<file path="src/verilog/ccr_map.svh">
/*
 * Register offsets, field positions, reset values and timing counts of the
 * clock-chip configuration register bank.
 * Assumes a 12-bit register address supplied by the serial port engine.
 */
`ifndef CCR_MAP_SVH
`define CCR_MAP_SVH

`define CCR_ADDR_W        12
`define CCR_ADDR_CFG      12'h000
`define CCR_ADDR_RBK      12'h004
`define CCR_ADDR_ID_LO    12'h005
`define CCR_ADDR_ID_HI    12'h006
`define CCR_ADDR_RA_LO    12'h010
`define CCR_ADDR_RA_HI    12'h011
`define CCR_ADDR_RB_LO    12'h012
`define CCR_ADDR_RB_HI    12'h013

`define CCR_CFG_SDO_HI    7
`define CCR_CFG_LSB_HI    6
`define CCR_CFG_SRST_HI   5
`define CCR_CFG_SRST_LO   2
`define CCR_CFG_LSB_LO    1
`define CCR_CFG_SDO_LO    0
`define CCR_RBK_ACTIVE    0

`define CCR_RST_BYTE      8'h00
`define CCR_RST_ID        16'h0000
`define CCR_RST_DIV       10'h000
`define CCR_SRST_CYCLES   1

`endif

</file>
<file path="src/verilog/ccr_pkg.sv">
/*
 * Types shared by the clock-chip configuration register bank.
 * Assumes ccr_map.svh is on the include path.
 */
`include "ccr_map.svh"

package ccr_pkg;
    typedef logic [`CCR_ADDR_W-1:0] ccr_addr_t;
    typedef logic [7:0]             ccr_byte_t;
    typedef logic [15:0]            ccr_id_t;
    typedef logic [9:0]             ccr_div_t;
endpackage : ccr_pkg

</file>
<file path="src/verilog/ccr_regbank.sv">
/*
 * Configuration register bank of a jitter-cleaner clock chip: serial port
 * configuration, readback select, customer version word and the input PLL
 * reference dividers; only the version word and dividers have buffered and active copies.
 * Assumes the serial port engine on sys_clk presents byte accesses and
 * the i2c_mode level; io_update transfers buffered values to active ones.
 */

`include "ccr_map.svh"

module ccr_regbank
    import ccr_pkg::*;
(
    input  wire logic      sys_clk,
    input  wire logic      arst_n,
    input  wire logic      i2c_mode,
    input  wire logic      wr_en,
    input  wire logic      rd_en,
    input  wire ccr_addr_t addr,
    input  wire ccr_byte_t wr_data,
    input  wire logic      io_update,
    output ccr_byte_t      rd_data,
    output logic           sdo_active,
    output logic           lsb_first_incr,
    output logic           soft_reset,
    output logic           readback_active,
    output ccr_id_t        customer_id,
    output ccr_div_t       ref_input_a_div,
    output ccr_div_t       ref_input_b_div
);

    function automatic logic ccr_pair(input ccr_byte_t d, input int hi,
                                      input int lo);
        return d[hi] | d[lo];
    endfunction : ccr_pair

    logic      sdo_r;
    logic      lsb_r;
    logic      srst_r;
    logic      rbk_r;
    ccr_id_t   id_buf_r;
    ccr_id_t   id_act_r;
    ccr_div_t  ra_buf_r;
    ccr_div_t  ra_act_r;
    ccr_div_t  rb_buf_r;
    ccr_div_t  rb_act_r;
    ccr_byte_t rd_data_r;

    wire logic hit_cfg   = (addr == `CCR_ADDR_CFG);
    wire logic hit_rbk   = (addr == `CCR_ADDR_RBK);
    wire logic hit_id_lo = (addr == `CCR_ADDR_ID_LO);
    wire logic hit_id_hi = (addr == `CCR_ADDR_ID_HI);
    wire logic hit_ra_lo = (addr == `CCR_ADDR_RA_LO);
    wire logic hit_ra_hi = (addr == `CCR_ADDR_RA_HI);
    wire logic hit_rb_lo = (addr == `CCR_ADDR_RB_LO);
    wire logic hit_rb_hi = (addr == `CCR_ADDR_RB_HI);
    wire logic hit_any   = hit_cfg | hit_rbk | hit_id_lo | hit_id_hi |
                           hit_ra_lo | hit_ra_hi | hit_rb_lo | hit_rb_hi;
    // Write strobe is gated by soft reset only; unmapped addresses hit no register
    wire logic wr_ok     = wr_en & ~srst_r;

    // Either bit of a mirrored pair sets the field, except the SDO and LSB-first fields in I2C mode
    wire logic sdo_nxt  = ~i2c_mode &
        ccr_pair(wr_data, `CCR_CFG_SDO_HI, `CCR_CFG_SDO_LO);
    wire logic lsb_nxt  = ~i2c_mode &
        ccr_pair(wr_data, `CCR_CFG_LSB_HI, `CCR_CFG_LSB_LO);
    wire logic srst_nxt =
        ccr_pair(wr_data, `CCR_CFG_SRST_HI, `CCR_CFG_SRST_LO);

    wire ccr_id_t id_buf_nxt = {
        (wr_ok & hit_id_hi) ? wr_data : id_buf_r[15:8],
        (wr_ok & hit_id_lo) ? wr_data : id_buf_r[7:0]};
    wire ccr_div_t ra_buf_nxt = {
        (wr_ok & hit_ra_hi) ? wr_data[1:0] : ra_buf_r[9:8],
        (wr_ok & hit_ra_lo) ? wr_data : ra_buf_r[7:0]};
    wire ccr_div_t rb_buf_nxt = {
        (wr_ok & hit_rb_hi) ? wr_data[1:0] : rb_buf_r[9:8],
        (wr_ok & hit_rb_lo) ? wr_data : rb_buf_r[7:0]};

    // Readback view picks active or buffered copies
    wire ccr_id_t  id_view = rbk_r ? id_act_r : id_buf_r;
    wire ccr_div_t ra_view = rbk_r ? ra_act_r : ra_buf_r;
    wire ccr_div_t rb_view = rbk_r ? rb_act_r : rb_buf_r;

    wire ccr_byte_t cfg_view = {sdo_r, lsb_r, srst_r, 2'b00,
                                srst_r, lsb_r, sdo_r};
    wire ccr_byte_t rd_mux =
        hit_cfg   ? cfg_view :
        hit_rbk   ? {7'h00, rbk_r} :
        hit_id_lo ? id_view[7:0] :
        hit_id_hi ? id_view[15:8] :
        hit_ra_lo ? ra_view[7:0] :
        hit_ra_hi ? {6'h00, ra_view[9:8]} :
        hit_rb_lo ? rb_view[7:0] :
        hit_rb_hi ? {6'h00, rb_view[9:8]} : `CCR_RST_BYTE;

    always_ff @(posedge sys_clk or negedge arst_n) begin
        if (!arst_n) begin
            sdo_r     <= 1'b0;
            lsb_r     <= 1'b0;
            srst_r    <= 1'b0;
            rbk_r     <= 1'b0;
            id_buf_r  <= `CCR_RST_ID;
            id_act_r  <= `CCR_RST_ID;
            ra_buf_r  <= `CCR_RST_DIV;
            ra_act_r  <= `CCR_RST_DIV;
            rb_buf_r  <= `CCR_RST_DIV;
            rb_act_r  <= `CCR_RST_DIV;
            rd_data_r <= `CCR_RST_BYTE;
        end else if (srst_r) begin
            // Soft reset restores defaults and clears its request
            sdo_r     <= 1'b0;
            lsb_r     <= 1'b0;
            srst_r    <= 1'b0;
            rbk_r     <= 1'b0;
            id_buf_r  <= `CCR_RST_ID;
            id_act_r  <= `CCR_RST_ID;
            ra_buf_r  <= `CCR_RST_DIV;
            ra_act_r  <= `CCR_RST_DIV;
            rb_buf_r  <= `CCR_RST_DIV;
            rb_act_r  <= `CCR_RST_DIV;
            rd_data_r <= `CCR_RST_BYTE;
        end else begin
            if (wr_ok && hit_cfg) begin
                sdo_r  <= sdo_nxt;
                lsb_r  <= lsb_nxt;
                srst_r <= srst_nxt;
            end
            if (wr_ok && hit_rbk) begin
                rbk_r <= wr_data[`CCR_RBK_ACTIVE];
            end
            id_buf_r <= id_buf_nxt;
            ra_buf_r <= ra_buf_nxt;
            rb_buf_r <= rb_buf_nxt;
            if (io_update) begin
                id_act_r <= id_buf_r;
                ra_act_r <= ra_buf_r;
                rb_act_r <= rb_buf_r;
            end
            if (rd_en) begin
                rd_data_r <= rd_mux;
            end
        end
    end

    assign rd_data         = rd_data_r;
    assign sdo_active      = sdo_r & ~i2c_mode;
    assign lsb_first_incr  = lsb_r & ~i2c_mode;
    assign soft_reset      = srst_r;
    assign readback_active = rbk_r;
    assign customer_id     = id_act_r;
    assign ref_input_a_div = ra_act_r;
    assign ref_input_b_div = rb_act_r;
endmodule : ccr_regbank

</file>
<file path="config.mk">
export PLATFORM = sky130hd
export DESIGN_NAME = ccr_regbank
export DESIGN_NICKNAME = d
export VERILOG_FILES = /design/src/verilog/ccr_pkg.sv /design/src/verilog/ccr_regbank.sv
export VERILOG_INCLUDE_DIRS = /design/src /design/src/verilog
export SDC_FILE = /design/constraint.sdc
export NUM_CORES = 1
export LEC_CHECK = 0
export BUFFER_PORTS_ARGS = -buffer_cell sky130_fd_sc_hd__buf_4
export CORE_MARGIN = 2
export CORE_UTILIZATION = 45
export DETAILED_ROUTE_END_ITERATION = 8
export PLACE_DENSITY = 0.66
export RECOVER_POWER = 25
export SYNTH_ARGS = -nofsm -noshare
export SYNTH_HDL_FRONTEND = slang
export SYNTH_SLANG_ARGS = --single-unit
</file>
<file path="constraint.sdc">
create_clock -name sys_clk -period 2.4 [get_ports sys_clk]
set_input_delay 0.24 -clock sys_clk [delete_from_list [all_inputs] [get_ports sys_clk]]
set_output_delay 0.24 -clock sys_clk [all_outputs]
set_load 0.005 [all_outputs]
</file>
# Word-level counts from Yosys, hierarchy flattened
# Index checks and enable logic that the tools add are counted.
word_totals:
  regBits: 84
  input_bits: 26
  output_inout_bits: 48
  elab_cells: 86
classes:
  eq_ne: 7
  mux: 36
  n_bitwise: 16
  reduce_logical: 13
op_table:
  columns: ["cell", "count"]
  rows:
  - ["$mux W8", 13]
  - ["$mux W10", 8]
  - ["$mux W16", 4]
  - ["$eq A12 B5 Y1 const B", 4]
  - ["$eq A12 B3 Y1 const B", 3]
  - ["$reduce_bool A2 Y1", 10]
  - ["$logic_not A12 Y1", 1]
  - ["$and A1 B1 Y1", 11]
  - ["$mux W1", 8]
  - ["$mux W2", 3]
  - ["$or A1 B1 Y1", 3]
  - ["$logic_and A1 B1 Y1", 2]
  - ["$not A1 Y1", 2]

# Logic depth before layout (Yosys ltp)
logic_depth:
  word_depth: 11
  depth_mapped: 8

# Worst setup path after synthesis
# Ideal clock, no wire load.
synth_path:
  path_kind: "input port to flip-flop"
  start: "input addr[3]"
  end: "register ra_buf_r[0]"
  setup_ns: 0.132
  t_arrival_ns: 1.793
  t_required_ns: 2.268
  path_slack_ns: 0.475
  path_stages: 6
  path_buffers: 1
  cell_sequence: "or4_4 nor4_4 nor4b_4 buf_6 mux2i_1 nor2_1"
synth_via:
  elab_chain_len: 3
synth_rtl:
  columns: ["item", "line", "source"]
  rows:
  - ["from (decl)", "ccr_regbank.sv:19", "input wire ccr_addr_t addr,"]
  - ["$eq A12 B5 Y1 (no source line)", null, null]
  - ["$and A1 B1 Y1", "ccr_regbank.sv:75", "(wr_ok & hit_ra_lo) ? wr_data : ra_buf_r[7:0]};"]
  - ["$reduce_bool A2 Y1 (no source line)", null, null]
  - ["to (signal assigned)", "ccr_regbank.sv:105", "ra_buf_r <= `CCR_RST_DIV;"]
  - ["to (signal assigned)", "ccr_regbank.sv:118", "ra_buf_r <= `CCR_RST_DIV;"]
  - ["to (signal assigned)", "ccr_regbank.sv:133", "ra_buf_r <= ra_buf_nxt;"]
  - ["to (decl)", "ccr_regbank.sv:43", "ccr_div_t ra_buf_r;"]
# Every way passes these cells.
# A chain may end at the register's enable or synchronous reset.

# Final worst setup path
layout_path:
  start: "register rbk_r (netlist: readback_active)"
  end: "register rd_data_r[1] (netlist: rd_data[1])"
layout_via:
  elab_chain_len: 11
  word_cells_on_any_way: 13
  cone_classes: "13 x mux"
layout_rtl:
  columns: ["item", "line", "source"]
  rows:
  - ["from (decl)", "ccr_regbank.sv:40", "logic rbk_r;"]
  - ["from (signal assigned)", "ccr_regbank.sv:130", "rbk_r <= wr_data[`CCR_RBK_ACTIVE];"]
  - ["$mux W10", "ccr_regbank.sv:83", "wire ccr_div_t rb_view = rbk_r ? rb_act_r : rb_buf_r;"]
  - ["$mux W2 (no source line)", null, null]
  - ["$mux W8 (no source line) (4 in series)", null, null]
  - ["$mux W8 (no source line) * (3 in series)", null, null]
  - ["$mux W8 *", "ccr_regbank.sv:140", "if (rd_en) begin"]
  - ["$mux W8 *", "ccr_regbank.sv:110", "end else if (srst_r) begin"]
  - ["to (signal assigned)", "ccr_regbank.sv:109", "rd_data_r <= `CCR_RST_BYTE;"]
  - ["to (signal assigned)", "ccr_regbank.sv:122", "rd_data_r <= `CCR_RST_BYTE;"]
  - ["to (signal assigned)", "ccr_regbank.sv:141", "rd_data_r <= rd_mux;"]
  - ["to (decl)", "ccr_regbank.sv:47", "ccr_byte_t rd_data_r;"]
# Mark *: on every way between the ends. The rest lies on a longest branch, timed or not. The select of a mux whose other input is x is not followed.

==> metrics <==
final core utilization=56.4%; multiplexer share of the synthesized area=23.8%; TritonCTS clock tree=done; Port Buffers=73; worst reg2reg path depth=6; layout cells sized above 1=26.1%; combinational share of power=6.6%; fin crit period=1.89 ns; ANT nets after route=0; Yosys top cell area share=49.5%; setup violators final=0; crit path kind=reg2reg; Switch Pwr=651 µW; PwrDens=531 nW/µm²; Initial Util=46.2%; Net Count, Synth=425; CP required=2.63 ns; die area=10200 µm²; Ys Warns=0; Area Overhead vs Synth=22.1%; most common cell after layout, fill and taps aside=dfrtp_1; drt first pass iters=4; Synth Area in Adders=0%; cell-internal power=2.10 mW; hold depth=3; sw frac=23.6%; fmax=530 MHz; via count=3355; xor/xnor share of the synthesized area=0%; Pleak=2.69 nW; core area=9200 µm²; Post-Synthesis Cell Area=4250 µm²; area leader, netlist=dfrtp_1; Arrival @ worst endpoint=2.11 ns; maxcap violations=0; number of fill cells=814; CTS max path bufs=2; routability congestion estimate=0.888; Worst-Margin Slew=1.03 ns; number of H-tree levels=3; Clk pwr share=41.5%; Final Hold Violating Endpoints=0; max-slew violation count=0; total congestion overflow after global routing=0; chip width=101 µm; RSZ-0062 raised after global routing=false; Post-DP HPWL=7.74 mm; largest family of logic cells by synthesized area=multiplexers; VDD IR-drop max=0.236 mV; CP endpoint kind=flip-flop; Hold WS=0.170 ns; first-pass GRT wire length=17.6 mm; Die Ht=101 µm; initial antenna violation count=0; total global-route track usage=22.8%; syn avg cell area=10.6 µm²; Clock Latency Late Sink=0.36 ns; top post-synthesis cells by area=dfrtp_1, mux2i_1, nor2_1; Synth Area in Compound Gates=7.46%; Seq cells post-synth=84; CTS clk-pin slew, worst paths=0.09 ns; antenna cell count=0; register area share after synthesis=49.5%; Worst Clk Skew=0.0114 ns; worst-path maximum fanout=25; DRT iter0 DRCs=231; critical path's slowest cell=mux4_2; CTS root buffer=clkbuf_8; cell chain of the critical path=buf_12 > mux4_2 > and2_1 > a21oi_1 > o21ai_0 > o2bb2ai_1; Yosys cell types=38; IO Pins=74; pin count of the biggest net entering global routing=54; Post-Synthesis Cells=399; final period utilization=78.7%; Via-to-Cell Ratio=5.73; sequential power share=51.8%; Nets=496; CP Launch Type=flip-flop; setup tns final=0 ns; vias in the first global route=3248; Synth Area in Simple Gates=16.4%; most frequent cells in the layout=dfrtp_1, buf_4, mux2i_1; drt wl/cell=19.1 µm; max_slew headroom=31.5%; post-CTS sizing=0; Hold/Removal Path Class=in2reg; DRC=0; CTS buffer count=9; WL final=11.2 mm; status=completed; max incr delay on CP=0.54 ns; clock sink total=84; row count=35
## metal layers
metal | GRT usage, % | vias up | wire [µm]
li1 | - | 1552 | -
met1 | 32.7 | 1708 | 5150
met2 | 36.0 | 89 | 5390
met3 | 4.69 | 6 | 546
met4 | 4.99 | 0 | 91
met5 | 0 | - | 0
## cells by family (layout without fill, tap and decap cells)
family          Yosys count  after routing
flops                    84             84
mux                      91             91
simple gates            143            143
buf+inv                  29            105
compound gates           52             52
## stage by stage
| step | power (mW) | instances | cell area (µm²) | setup slack [ns] |
|---|---|---|---|---|
| 2_1_floorplan | 1.52 | 399 | 4250 | 0.475 |
| 3_5_place_dp | 1.64 | 569 | 4950 | 0.309 |
| 4_1_cts | 2.77 | 586 | 5180 | 0.494 |
| 5_1_grt | 2.84 | 586 | 5180 | 0.438 |
| 6_report | 2.75 | 586 | 5180 | 0.512 |
| 3_3_place_gp | 1.64 | 569 | 4950 | 0.354 |
## critical path: cells and delay by family, from the launching register on
family	cells	cell delay, ns
mux	1	0.54
simple gates	1	0.17
compound gates	3	0.42
buf+inv	1	0.22
flops	1	0.40
## sequential cells by signal, indices dropped and copies added (netlist names)
| name | cells |
|---|---|
| customer_id | 16 |
| id_buf_r | 16 |
| lsb_r | 1 |
| ra_buf_r | 10 |
| rb_buf_r | 10 |
| rd_data | 8 |
| readback_active | 1 |
| ref_input_a_div | 10 |
| ref_input_b_div | 10 |
| sdo_r | 1 |
| soft_reset | 1 |
## final timing paths
check / startpoint / to / slack [ns]
worst max register to register: readback_active / rd_data[1] / 0.51
min in group asynchronous: arst_n / ra_buf_r[0] / 0.60
worst min register to register: rd_data[6] / rd_data[6] / 0.52
worst min-delay path: wr_data[4] / rb_buf_r[4] / 0.17
max in group asynchronous: arst_n / rb_buf_r[9] / 1.02
worst max-delay path: readback_active / rd_data[1] / 0.51
## timing repair
action / CTS / global route
hold buffers: 1 / 0
hold endpoints to repair: 38 / 0
endpoints found under the setup margin: 0 / 0
setup buffers: 0 / 0
## power groups by stage
stage	logic (mW)	clock network, mW	registers, mW
2_1_floorplan	0.0710	0	1.45
3_3_place_gp	0.181	0	1.45
3_5_place_dp	0.183	0	1.45
4_1_cts	0.185	1.16	1.43
5_1_grt	0.200	1.21	1.43
6_report	0.183	1.14	1.43
## cells in the mapped netlist, drive strengths merged
cell	instances
a22oi	3
and4	1
inv	3
nor3	4
o22ai	5
mux4	7
nor4b	1
nor2	74
nor2b	13
a21oi	18
mux2i	75
and3	3
nor4	3
o21ai	10
a211oi	5
dfrtp	84
a22o	1
o31ai	1
and2	1
nand3	6
a32oi	2
or4	3
a31oi	4
mux2	9
o32ai	1
or3	3
nand2	25
buf	9
clkbuf	17
o2bb2ai	1
nand4	4
o41ai	1
nand2b	2
## cell type report
cell class | count | area [µm²] | share of cell area [%]
clock inverters | 6 | 87.6 | 1.69
multi-input cells | 286 | 2020 | 39.0
repair buffers | 86 | 683 | 13.2
well taps | 111 | 139 | 2.68
clock buffers | 10 | 138 | 2.66
flip-flops and latches | 84 | 2100 | 40.6
inverters | 3 | 11.3 | 0.217
Note: power is estimated with default switching activity, not from simulation.
